**src/hdl/sgc_pkg.sv**
```systemverilog
// sgc_pkg: shared constants of the start-up and gain configuration link
// assumes: a single 10 MHz system clock on both ends of the link
package sgc_pkg;

  // clock and start-up timing
  localparam int unsigned SGC_CLK_HZ      = 10_000_000;
  localparam int unsigned SGC_HOLDOFF_MS  = 26;
  localparam int unsigned SGC_ENABLE_MS   = 40;
  localparam int unsigned SGC_TIMEOUT_MS  = 100;
  localparam int unsigned SGC_HOLDOFF_CYC = SGC_HOLDOFF_MS * (SGC_CLK_HZ / 1000);
  localparam int unsigned SGC_ENABLE_CYC  = SGC_ENABLE_MS * (SGC_CLK_HZ / 1000);
  localparam int unsigned SGC_TIMEOUT_CYC = SGC_TIMEOUT_MS * (SGC_CLK_HZ / 1000);
  localparam int unsigned SGC_CNT_W       = 20;

  // link widths
  localparam int unsigned SGC_ADDR_W = 10;
  localparam int unsigned SGC_DATA_W = 8;
  localparam int unsigned SGC_RD_W   = 32;

  // device register map
  localparam logic [9:0] SGC_A_VOLTAGE_GAIN  = 10'h007;
  localparam logic [9:0] SGC_A_CURRENT_A_GAIN = 10'h008;
  localparam logic [9:0] SGC_A_CURRENT_B_GAIN = 10'h009;
  localparam logic [9:0] SGC_A_UNLOCK_KEY    = 10'h0FE;
  localparam logic [9:0] SGC_A_TIMING_CFG    = 10'h120;
  localparam logic [9:0] SGC_A_IRQ_STAT      = 10'h22D;
  localparam logic [9:0] SGC_A_IRQ_STAT_CLR  = 10'h32D;

  // key, timing setting, reset-complete flag position, gain codes
  localparam logic [7:0] SGC_UNLOCK_VALUE   = 8'hAD;
  localparam logic [7:0] SGC_TIMING_OPTIMUM = 8'h30;
  localparam logic [7:0] SGC_TIMING_RST     = 8'h00;
  localparam int unsigned SGC_RESET_BIT     = 20;
  localparam logic [2:0] SGC_GAIN_1         = 3'h0;
  localparam logic [2:0] SGC_GAIN_16        = 3'h4;
  localparam logic [2:0] SGC_GAIN_22        = 3'h5;

  // controller register map over AXI4-Lite
  localparam logic [7:0] SGC_R_CMD    = 8'h00;
  localparam logic [7:0] SGC_R_RDATA  = 8'h04;
  localparam logic [7:0] SGC_R_STATUS = 8'h08;
  localparam logic [7:0] SGC_R_ISTAT  = 8'h0C;
  localparam logic [7:0] SGC_R_IMASK  = 8'h10;
  localparam int unsigned SGC_CMD_WE_BIT = 31;
  localparam int unsigned SGC_CMD_A_LSB  = 16;
  localparam int unsigned SGC_EV_DONE    = 0;
  localparam int unsigned SGC_EV_RESET   = 1;
  localparam logic [1:0] SGC_RESP_OKAY   = 2'h0;
  localparam logic [1:0] SGC_RESP_SLVERR = 2'h2;

endpackage

```
**src/hdl/sgc_link_if.sv**
```systemverilog
// sgc_link_if: register access link between controller and device
// assumes: both ends on clk_sys; req held until a one-cycle ack
`timescale 1ns/1ns
`default_nettype none
interface sgc_link_if;
  logic        req;
  logic        we;
  logic [9:0]  addr;
  logic [7:0]  wdata;
  logic        ack;
  logic [31:0] rdata;
  logic        irq_n;

  modport dev  (input req, input we, input addr, input wdata,
                output ack, output rdata, output irq_n);
  modport host (output req, output we, output addr, output wdata,
                input ack, input rdata, input irq_n);
endinterface
`default_nettype wire

```
**src/hdl/sgc_host.sv**
```systemverilog
// sgc_host: controller end; brings the device up, then runs software commands
// assumes: software on AXI4-Lite; device end joined through sgc_link_if
`timescale 1ns/1ns
`default_nettype none
module sgc_host
  import sgc_pkg::*;
#(
  parameter int unsigned TIMEOUT_CYC = SGC_TIMEOUT_CYC
)(
  input  wire logic        clk_sys,
  input  wire logic        srst,
  input  wire logic        s_axi_awvalid,
  output logic             s_axi_awready,
  input  wire logic [7:0]  s_axi_awaddr,
  input  wire logic        s_axi_wvalid,
  output logic             s_axi_wready,
  input  wire logic [31:0] s_axi_wdata,
  input  wire logic [3:0]  s_axi_wstrb,
  output logic             s_axi_bvalid,
  input  wire logic        s_axi_bready,
  output logic [1:0]       s_axi_bresp,
  input  wire logic        s_axi_arvalid,
  output logic             s_axi_arready,
  input  wire logic [7:0]  s_axi_araddr,
  output logic             s_axi_rvalid,
  input  wire logic        s_axi_rready,
  output logic [31:0]      s_axi_rdata,
  output logic [1:0]       s_axi_rresp,
  output logic             irq,
  sgc_link_if.host         link
);

  if (TIMEOUT_CYC < 1 || TIMEOUT_CYC >= (1 << SGC_CNT_W))
  begin : g_chk
    $error("sgc_host: timeout out of counter range");
  end

  ////////////////////////////////////////////////////////////////////////////
  // state
  typedef enum logic [2:0] {HS_WAIT, HS_CLEAR, HS_KEY, HS_CFG, HS_IDLE, HS_CMD} sgc_hphase_type;

  typedef struct packed {
    sgc_hphase_type       phase;
    logic [SGC_CNT_W-1:0] cnt;
    logic                 req;
    logic                 we;
    logic [9:0]           addr;
    logic [7:0]           wdata;
    logic                 cmd_pend;
    logic                 cmd_we;
    logic [9:0]           cmd_addr;
    logic [7:0]           cmd_wdata;
    logic [31:0]          result;
    logic                 dev_up;
    logic [1:0]           istat;
    logic [1:0]           imask;
    logic                 aw_got;
    logic [7:0]           awaddr;
    logic                 w_got;
    logic [31:0]          wd;
    logic                 bvalid;
    logic [1:0]           bresp;
    logic                 rvalid;
    logic [1:0]           rresp;
    logic [31:0]          rdata;
  } sgc_hstate_type;

  sgc_hstate_type s_r;
  sgc_hstate_type s_nxt;

  ////////////////////////////////////////////////////////////////////////////
  // next-state logic
  always_comb
  begin
    logic [1:0]  ev;
    logic [1:0]  clr;
    logic        aw_fire;
    logic        w_fire;
    logic [7:0]  wa;
    logic [31:0] wv;
    ev      = '0;
    clr     = '0;
    aw_fire = s_axi_awvalid && s_axi_awready;
    w_fire  = s_axi_wvalid && s_axi_wready;
    wa      = s_r.aw_got ? s_r.awaddr : s_axi_awaddr;
    wv      = s_r.w_got ? s_r.wd : s_axi_wdata;
    s_nxt   = s_r;
    // link side: request held until the device acks
    if (link.ack)
    begin
      s_nxt.req = 1'b0;
    end
    unique case (s_r.phase)
      HS_WAIT:
      begin
        s_nxt.cnt = s_r.cnt + SGC_CNT_W'(1);
        if (!link.irq_n)                                             // [RL5]
        begin
          s_nxt.phase = HS_CLEAR;
          s_nxt.req   = 1'b1;
          s_nxt.we    = 1'b0;
          s_nxt.addr  = SGC_A_IRQ_STAT_CLR;
        end
        else if (s_r.cnt == SGC_CNT_W'(TIMEOUT_CYC - 1))             // [RL6]
        begin
          s_nxt.phase = HS_KEY;
          s_nxt.req   = 1'b1;
          s_nxt.we    = 1'b1;
          s_nxt.addr  = SGC_A_UNLOCK_KEY;
          s_nxt.wdata = SGC_UNLOCK_VALUE;
        end
      end
      HS_CLEAR:
        if (link.ack)
        begin
          ev[SGC_EV_RESET] = 1'b1;
          s_nxt.phase = HS_KEY;
          s_nxt.req   = 1'b1;
          s_nxt.we    = 1'b1;
          s_nxt.addr  = SGC_A_UNLOCK_KEY;
          s_nxt.wdata = SGC_UNLOCK_VALUE;                             // [RL9]
        end
      HS_KEY:
        if (link.ack)
        begin
          // very next access is the protected write, nothing in between
          s_nxt.phase = HS_CFG;
          s_nxt.req   = 1'b1;
          s_nxt.we    = 1'b1;
          s_nxt.addr  = SGC_A_TIMING_CFG;
          s_nxt.wdata = SGC_TIMING_OPTIMUM;                           // [RL7] [RL10]
        end
      HS_CFG:
        if (link.ack)
        begin
          s_nxt.phase  = HS_IDLE;
          s_nxt.dev_up = 1'b1;
        end
      HS_IDLE:
        if (!link.irq_n)
        begin
          // device went through another reset: redo the bring-up
          s_nxt.dev_up = 1'b0;
          s_nxt.phase  = HS_CLEAR;
          s_nxt.req    = 1'b1;
          s_nxt.we     = 1'b0;
          s_nxt.addr   = SGC_A_IRQ_STAT_CLR;
        end
        else if (s_r.cmd_pend)
        begin
          s_nxt.cmd_pend = 1'b0;
          s_nxt.phase    = HS_CMD;
          s_nxt.req      = 1'b1;
          s_nxt.we       = s_r.cmd_we;
          s_nxt.addr     = s_r.cmd_addr;
          s_nxt.wdata    = s_r.cmd_wdata;
        end
      HS_CMD:
        if (link.ack)
        begin
          ev[SGC_EV_DONE] = 1'b1;
          s_nxt.result = link.rdata;
          s_nxt.phase  = HS_IDLE;
        end
      default:
        s_nxt.phase = HS_WAIT;
    endcase

    // axi write: address and data taken in either order
    if (aw_fire)
    begin
      s_nxt.aw_got = 1'b1;
      s_nxt.awaddr = s_axi_awaddr;
    end
    if (w_fire)
    begin
      s_nxt.w_got = 1'b1;
      s_nxt.wd    = s_axi_wdata;
    end
    if ((s_r.aw_got || aw_fire) && (s_r.w_got || w_fire))
    begin
      s_nxt.aw_got = 1'b0;
      s_nxt.w_got  = 1'b0;
      s_nxt.bvalid = 1'b1;
      s_nxt.bresp  = SGC_RESP_OKAY;
      unique case (wa)
        SGC_R_CMD:
          // a command while one is pending is dropped; software polls busy
          if (!s_r.cmd_pend && s_axi_wstrb == 4'hF)
          begin
            s_nxt.cmd_pend  = 1'b1;
            s_nxt.cmd_we    = wv[SGC_CMD_WE_BIT];
            s_nxt.cmd_addr  = wv[SGC_CMD_A_LSB +: SGC_ADDR_W];
            s_nxt.cmd_wdata = wv[SGC_DATA_W-1:0];
          end
        SGC_R_ISTAT:
          clr = wv[1:0];
        SGC_R_IMASK:
          s_nxt.imask = wv[1:0];
        default:
          s_nxt.bresp = SGC_RESP_SLVERR;
      endcase
    end
    if (s_r.bvalid && s_axi_bready)
    begin
      s_nxt.bvalid = 1'b0;
    end

    // axi read
    if (s_axi_arvalid && s_axi_arready)
    begin
      s_nxt.rvalid = 1'b1;
      s_nxt.rresp  = SGC_RESP_OKAY;
      s_nxt.rdata  = '0;
      unique case (s_axi_araddr)
        SGC_R_CMD:    s_nxt.rdata = {s_r.cmd_we, 5'h00, s_r.cmd_addr, 8'h00, s_r.cmd_wdata};
        SGC_R_RDATA:  s_nxt.rdata = s_r.result;
        SGC_R_STATUS: s_nxt.rdata[1:0] = {s_r.dev_up, s_r.cmd_pend || s_r.phase == HS_CMD};
        SGC_R_ISTAT:  s_nxt.rdata[1:0] = s_r.istat;
        SGC_R_IMASK:  s_nxt.rdata[1:0] = s_r.imask;
        default:      s_nxt.rresp = SGC_RESP_SLVERR;
      endcase
    end
    else if (s_r.rvalid && s_axi_rready)
    begin
      s_nxt.rvalid = 1'b0;
    end

    // sticky events: a set in the clearing cycle wins
    s_nxt.istat = (s_r.istat & ~clr) | ev;
  end

  ////////////////////////////////////////////////////////////////////////////
  // state register
  always_ff @(posedge clk_sys)
  begin
    if (srst)
    begin
      s_r       <= '0;
      s_r.phase <= HS_WAIT;
    end
    else
    begin
      s_r <= s_nxt;
    end
  end

  ////////////////////////////////////////////////////////////////////////////
  // outputs
  assign s_axi_awready = !s_r.aw_got && !s_r.bvalid;
  assign s_axi_wready  = !s_r.w_got && !s_r.bvalid;
  assign s_axi_bvalid  = s_r.bvalid;
  assign s_axi_bresp   = s_r.bresp;
  assign s_axi_arready = !s_r.rvalid;
  assign s_axi_rvalid  = s_r.rvalid;
  assign s_axi_rdata   = s_r.rdata;
  assign s_axi_rresp   = s_r.rresp;
  assign irq           = |(s_r.istat & s_r.imask);
  assign link.req      = s_r.req;
  assign link.we       = s_r.we;
  assign link.addr     = s_r.addr;
  assign link.wdata    = s_r.wdata;

endmodule
`default_nettype wire

```
**src/flat_wrapper.sv**
```systemverilog
// flat-port wrapper written by rule: the top's interface ports become plain ports
module sgc_host_flat import sgc_pkg::*;
#(
  parameter int unsigned TIMEOUT_CYC = SGC_TIMEOUT_CYC
)
  (clk_sys, srst, s_axi_awvalid, s_axi_awready, s_axi_awaddr, s_axi_wvalid, s_axi_wready, s_axi_wdata, s_axi_wstrb, s_axi_bvalid, s_axi_bready, s_axi_bresp, s_axi_arvalid, s_axi_arready, s_axi_araddr, s_axi_rvalid, s_axi_rready, s_axi_rdata, s_axi_rresp, irq, link_req, link_we, link_addr, link_wdata, link_ack, link_rdata, link_irq_n);
  sgc_link_if link_i ();
  input  wire logic clk_sys;
  input  wire logic srst;
  input  wire logic s_axi_awvalid;
  output logic s_axi_awready;
  input  wire logic [7:0] s_axi_awaddr;
  input  wire logic s_axi_wvalid;
  output logic s_axi_wready;
  input  wire logic [31:0] s_axi_wdata;
  input  wire logic [3:0] s_axi_wstrb;
  output logic s_axi_bvalid;
  input  wire logic s_axi_bready;
  output logic [1:0] s_axi_bresp;
  input  wire logic s_axi_arvalid;
  output logic s_axi_arready;
  input  wire logic [7:0] s_axi_araddr;
  output logic s_axi_rvalid;
  input  wire logic s_axi_rready;
  output logic [31:0] s_axi_rdata;
  output logic [1:0] s_axi_rresp;
  output logic irq;
  output wire logic [$bits(link_i.req)-1:0] link_req;
  output wire logic [$bits(link_i.we)-1:0] link_we;
  output wire logic [$bits(link_i.addr)-1:0] link_addr;
  output wire logic [$bits(link_i.wdata)-1:0] link_wdata;
  input wire logic [$bits(link_i.ack)-1:0] link_ack;
  input wire logic [$bits(link_i.rdata)-1:0] link_rdata;
  input wire logic [$bits(link_i.irq_n)-1:0] link_irq_n;
  assign link_req = link_i.req;
  assign link_we = link_i.we;
  assign link_addr = link_i.addr;
  assign link_wdata = link_i.wdata;
  assign link_i.ack = link_ack;
  assign link_i.rdata = link_rdata;
  assign link_i.irq_n = link_irq_n;
  sgc_host #(.TIMEOUT_CYC(TIMEOUT_CYC)) u_core (.clk_sys(clk_sys), .srst(srst), .s_axi_awvalid(s_axi_awvalid), .s_axi_awready(s_axi_awready), .s_axi_awaddr(s_axi_awaddr), .s_axi_wvalid(s_axi_wvalid), .s_axi_wready(s_axi_wready), .s_axi_wdata(s_axi_wdata), .s_axi_wstrb(s_axi_wstrb), .s_axi_bvalid(s_axi_bvalid), .s_axi_bready(s_axi_bready), .s_axi_bresp(s_axi_bresp), .s_axi_arvalid(s_axi_arvalid), .s_axi_arready(s_axi_arready), .s_axi_araddr(s_axi_araddr), .s_axi_rvalid(s_axi_rvalid), .s_axi_rready(s_axi_rready), .s_axi_rdata(s_axi_rdata), .s_axi_rresp(s_axi_rresp), .irq(irq), .link(link_i));
endmodule
```
**config.mk**
```make
export PLATFORM = sky130hd
export DESIGN_NAME = sgc_host_flat
export DESIGN_NICKNAME = d
export VERILOG_FILES = /design/src/hdl/sgc_pkg.sv /design/src/hdl/sgc_link_if.sv /design/src/hdl/sgc_host.sv /design/src/flat_wrapper.sv
export SDC_FILE = /design/constraint.sdc
export NUM_CORES = 1
export LEC_CHECK = 0
export BUFFER_PORTS_ARGS = -buffer_cell sky130_fd_sc_hd__buf_2
export CAP_MARGIN = 10
export CORE_MARGIN = 2
export CORE_UTILIZATION = 49
export DETAILED_ROUTE_END_ITERATION = 7
export GPL_ROUTABILITY_DRIVEN = 0
export PLACE_DENSITY = 0.75
export SYNTH_ARGS = -nofsm -noshare
export SYNTH_HDL_FRONTEND = slang
export SYNTH_SLANG_ARGS = --single-unit
```
**constraint.sdc**
```tcl
create_clock -name clk_sys -period 2.58 [get_ports clk_sys]
set_input_delay 0.645 -clock clk_sys [delete_from_list [all_inputs] [get_ports clk_sys]]
set_output_delay 0.645 -clock clk_sys [all_outputs]
set_load 0.02 [all_outputs]
```
==> results.toml <==
[run_status]
status = "complete, no violations"

[clocking]
cts_tree = "built"
cts-resized-gates = 0
postCtsSetupBuffers = 0
cts_htree_levels = 4
cts-root-buf = "clkbuf_16"
clk_pin_slew_ps = 60
cts_buffer_depth = 2
clock_sinks = 165
clk_latency_ps = 430
numCtsBuffers = 17
cts_hold_buf = 0

[place]
io_buffers = 139
place_hpwl_mm = 11.8
place_ws_ps = 143
placed_area_sq_um = 7680
placed_cells = 1081

[final_layout]
final_core_util = 0.576
mostFrequentLayoutCells = "dfxtp_1, buf_2, nand2_1"
final_cell_area_sq_um = 8310
area_growth_pct = 15.9
finalNetCount = 1010
final_cells = 1113
drive_gt1_frac = 0.226
layout_commonest_cell = "dfxtp_1"
num_antenna_cells = 0

[setup_path]
crit_chain = "or4b_1 -> or4_4 -> o31a_4 -> a211oi_4 -> o21ai_0"
r2r_setup_slack_ps = 160
endpoint_kind = "flip-flop"
crit_type = "reg -> reg"
max_stage_delay_ps = 520
path_delay_family = "simple AND/OR/NAND/NOR gates"
critPathRequiredTime_ps = 2870
critPathMaxFanout = 8
slowest_stage = "or4_4"
cp-start-kind = "flip-flop"
timing.critical_path.buf_inv = 0
worstPathArrival_ps = 2720

[power_and_ir_drop]
power.density_nw_per_um2 = 719
total_leakage_power_nw = 3.31
finalPower_mw = 5.97
ir_drop_mv = 0.506

[synthesis]
synth_top_family_by_area = "compound AO/OA/AOI/OAI gates"
synthTopCellsByArea = "dfxtp_1, a21oi_1, nand2_1, buf_4, mux2i_1"
synthSimpleGateAreaFrac = 0.182
synthFlopType = "dfxtp_1"
synth_edf_count = 0
syn_area_per_cell_sq_um = 8.52
synth_fa_ha_area_frac = 0.00174
synthArstFlopShare = 0
synthCells = 842
synthMuxAreaShare = 0.0499
yosysWarnings = 0
ys_seq_area_frac = 0.460
synth-xor-area-share = 0.0183
synth_cell_types = 57
synth_compound_area_frac = 0.188
synth.cell_area_sq_um = 7170
synth_top_area_share = 0.460
synth_top_area_cell = "dfxtp_1"
ys_ff_latch = 165

[timing]
skew_ps = 5.87
tightest_slew_ps = 1150
period_share = 0.940
worst_slack_ps = 156
rsz0062_at_grt = "no"
finalHoldViolations = 0
period_needed_ps = 2420
drv_slew = 0
slew_headroom = 0.227
hold_slack_ps = 402
tns_ps = 0
fmax_mhz = 412
setup_violations = 0

[die]
rows = 44
coreArea_sq_um = 14400
io_pins = 155
chipHeight_um = 125
die_w_um = 125
dieArea_sq_um = 15600
initial_core_util = 0.497

[global_route]
grt_overflow_total = 0
grt_pass1_wl_mm = 28.0
track_usage = 0.220
antenna_found_initial = 1
grt_max_degree = 88
grt_pass1_vias = 5494

[detailed_routing]
wl_per_cell_um = 15.4
first_pass_iters = 5
num_vias = 6070
drc = 0
drt-total-wl_mm = 17.2
drt_iter0_drc = 540
vias_per_cell = 5.45
ant_nets = 0

[worst_hold_path]
worst_hold_path_type = "in -> reg"

[job]
cap_violations = 0
-- final timing paths --
check | from | to | cells past startpoint
worst min-delay path | s_axi_rready | u_core.s_axi_rvalid | 2
worst max-delay path | u_core.s_r[164] | u_core.link.wdata[6] | 5
worst max register to register | u_core.s_r[164] | u_core.link.wdata[6] | 5
worst min register to register | u_core.s_axi_rdata[1] | u_core.s_axi_rdata[1] | 2
-- cell usage after synthesis, drive strengths merged (11+ instances only) --
cell    instances
a222oi         17
buf            64
mux2i          29
o21a           13
nor2b          11
a22oi          16
nor3           12
a211oi         27
nor2           63
dfxtp         165
a21oi         107
nand3          11
clkbuf         43
inv            25
nand2         137
-- report_power, final --
group | internal (mW) | leakage [nW] | switching (mW)
Sequential | 2.64 | 1.34 | 0.0736
Clock | 1.62 | 0.303 | 1.03
Combinational | 0.245 | 1.67 | 0.359
-- area by class of cell --
class,instances,area [sq um]
inverters,25,93.8
repair buffers,161,876
clock buffers,17,425
flip-flops and latches,165,3300
well taps,184,230
fillers,1278,6110
multi-input cells,546,3180
clock inverters,15,206
-- layer usage --
metal	vias up	global-route usage	routed length, um
li1	3037	-	-
met1	2801	0.309	8140
met2	205	0.332	7650
met3	25	0.0488	1100
met4	2	0.0837	276
met5	-	0	13
-- logic make-up after synthesis --
kind of cell               Yosys count
adders and majority gates            1
other                                1
muxes                               34
AOI/OAI and AO/OA                  210
buffers and inverters              132
DFF                                165
and+or+nand+nor                    284
xor gates and xnor gates            15
-- worst register-to-register path, delay by kind of cell, from the launching register on --
family,cells,cell delay (ps)
and+or+nand+nor,2,1030
DFF,1,330
AOI/OAI and AO/OA,3,940
-- registers in the layout, summed over array words and instances, names as in the netlist --
name	cells
u_core.s_r	109
u_core.s_axi_rdata	32
u_core.link.addr	10
u_core.link.wdata	8
u_core.link.req	1
u_core.link.we	1
u_core.s_axi_bresp	1
u_core.s_axi_bvalid	1
u_core.s_axi_rresp	1
u_core.s_axi_rvalid	1
Power figures use the tool's default switching activity.
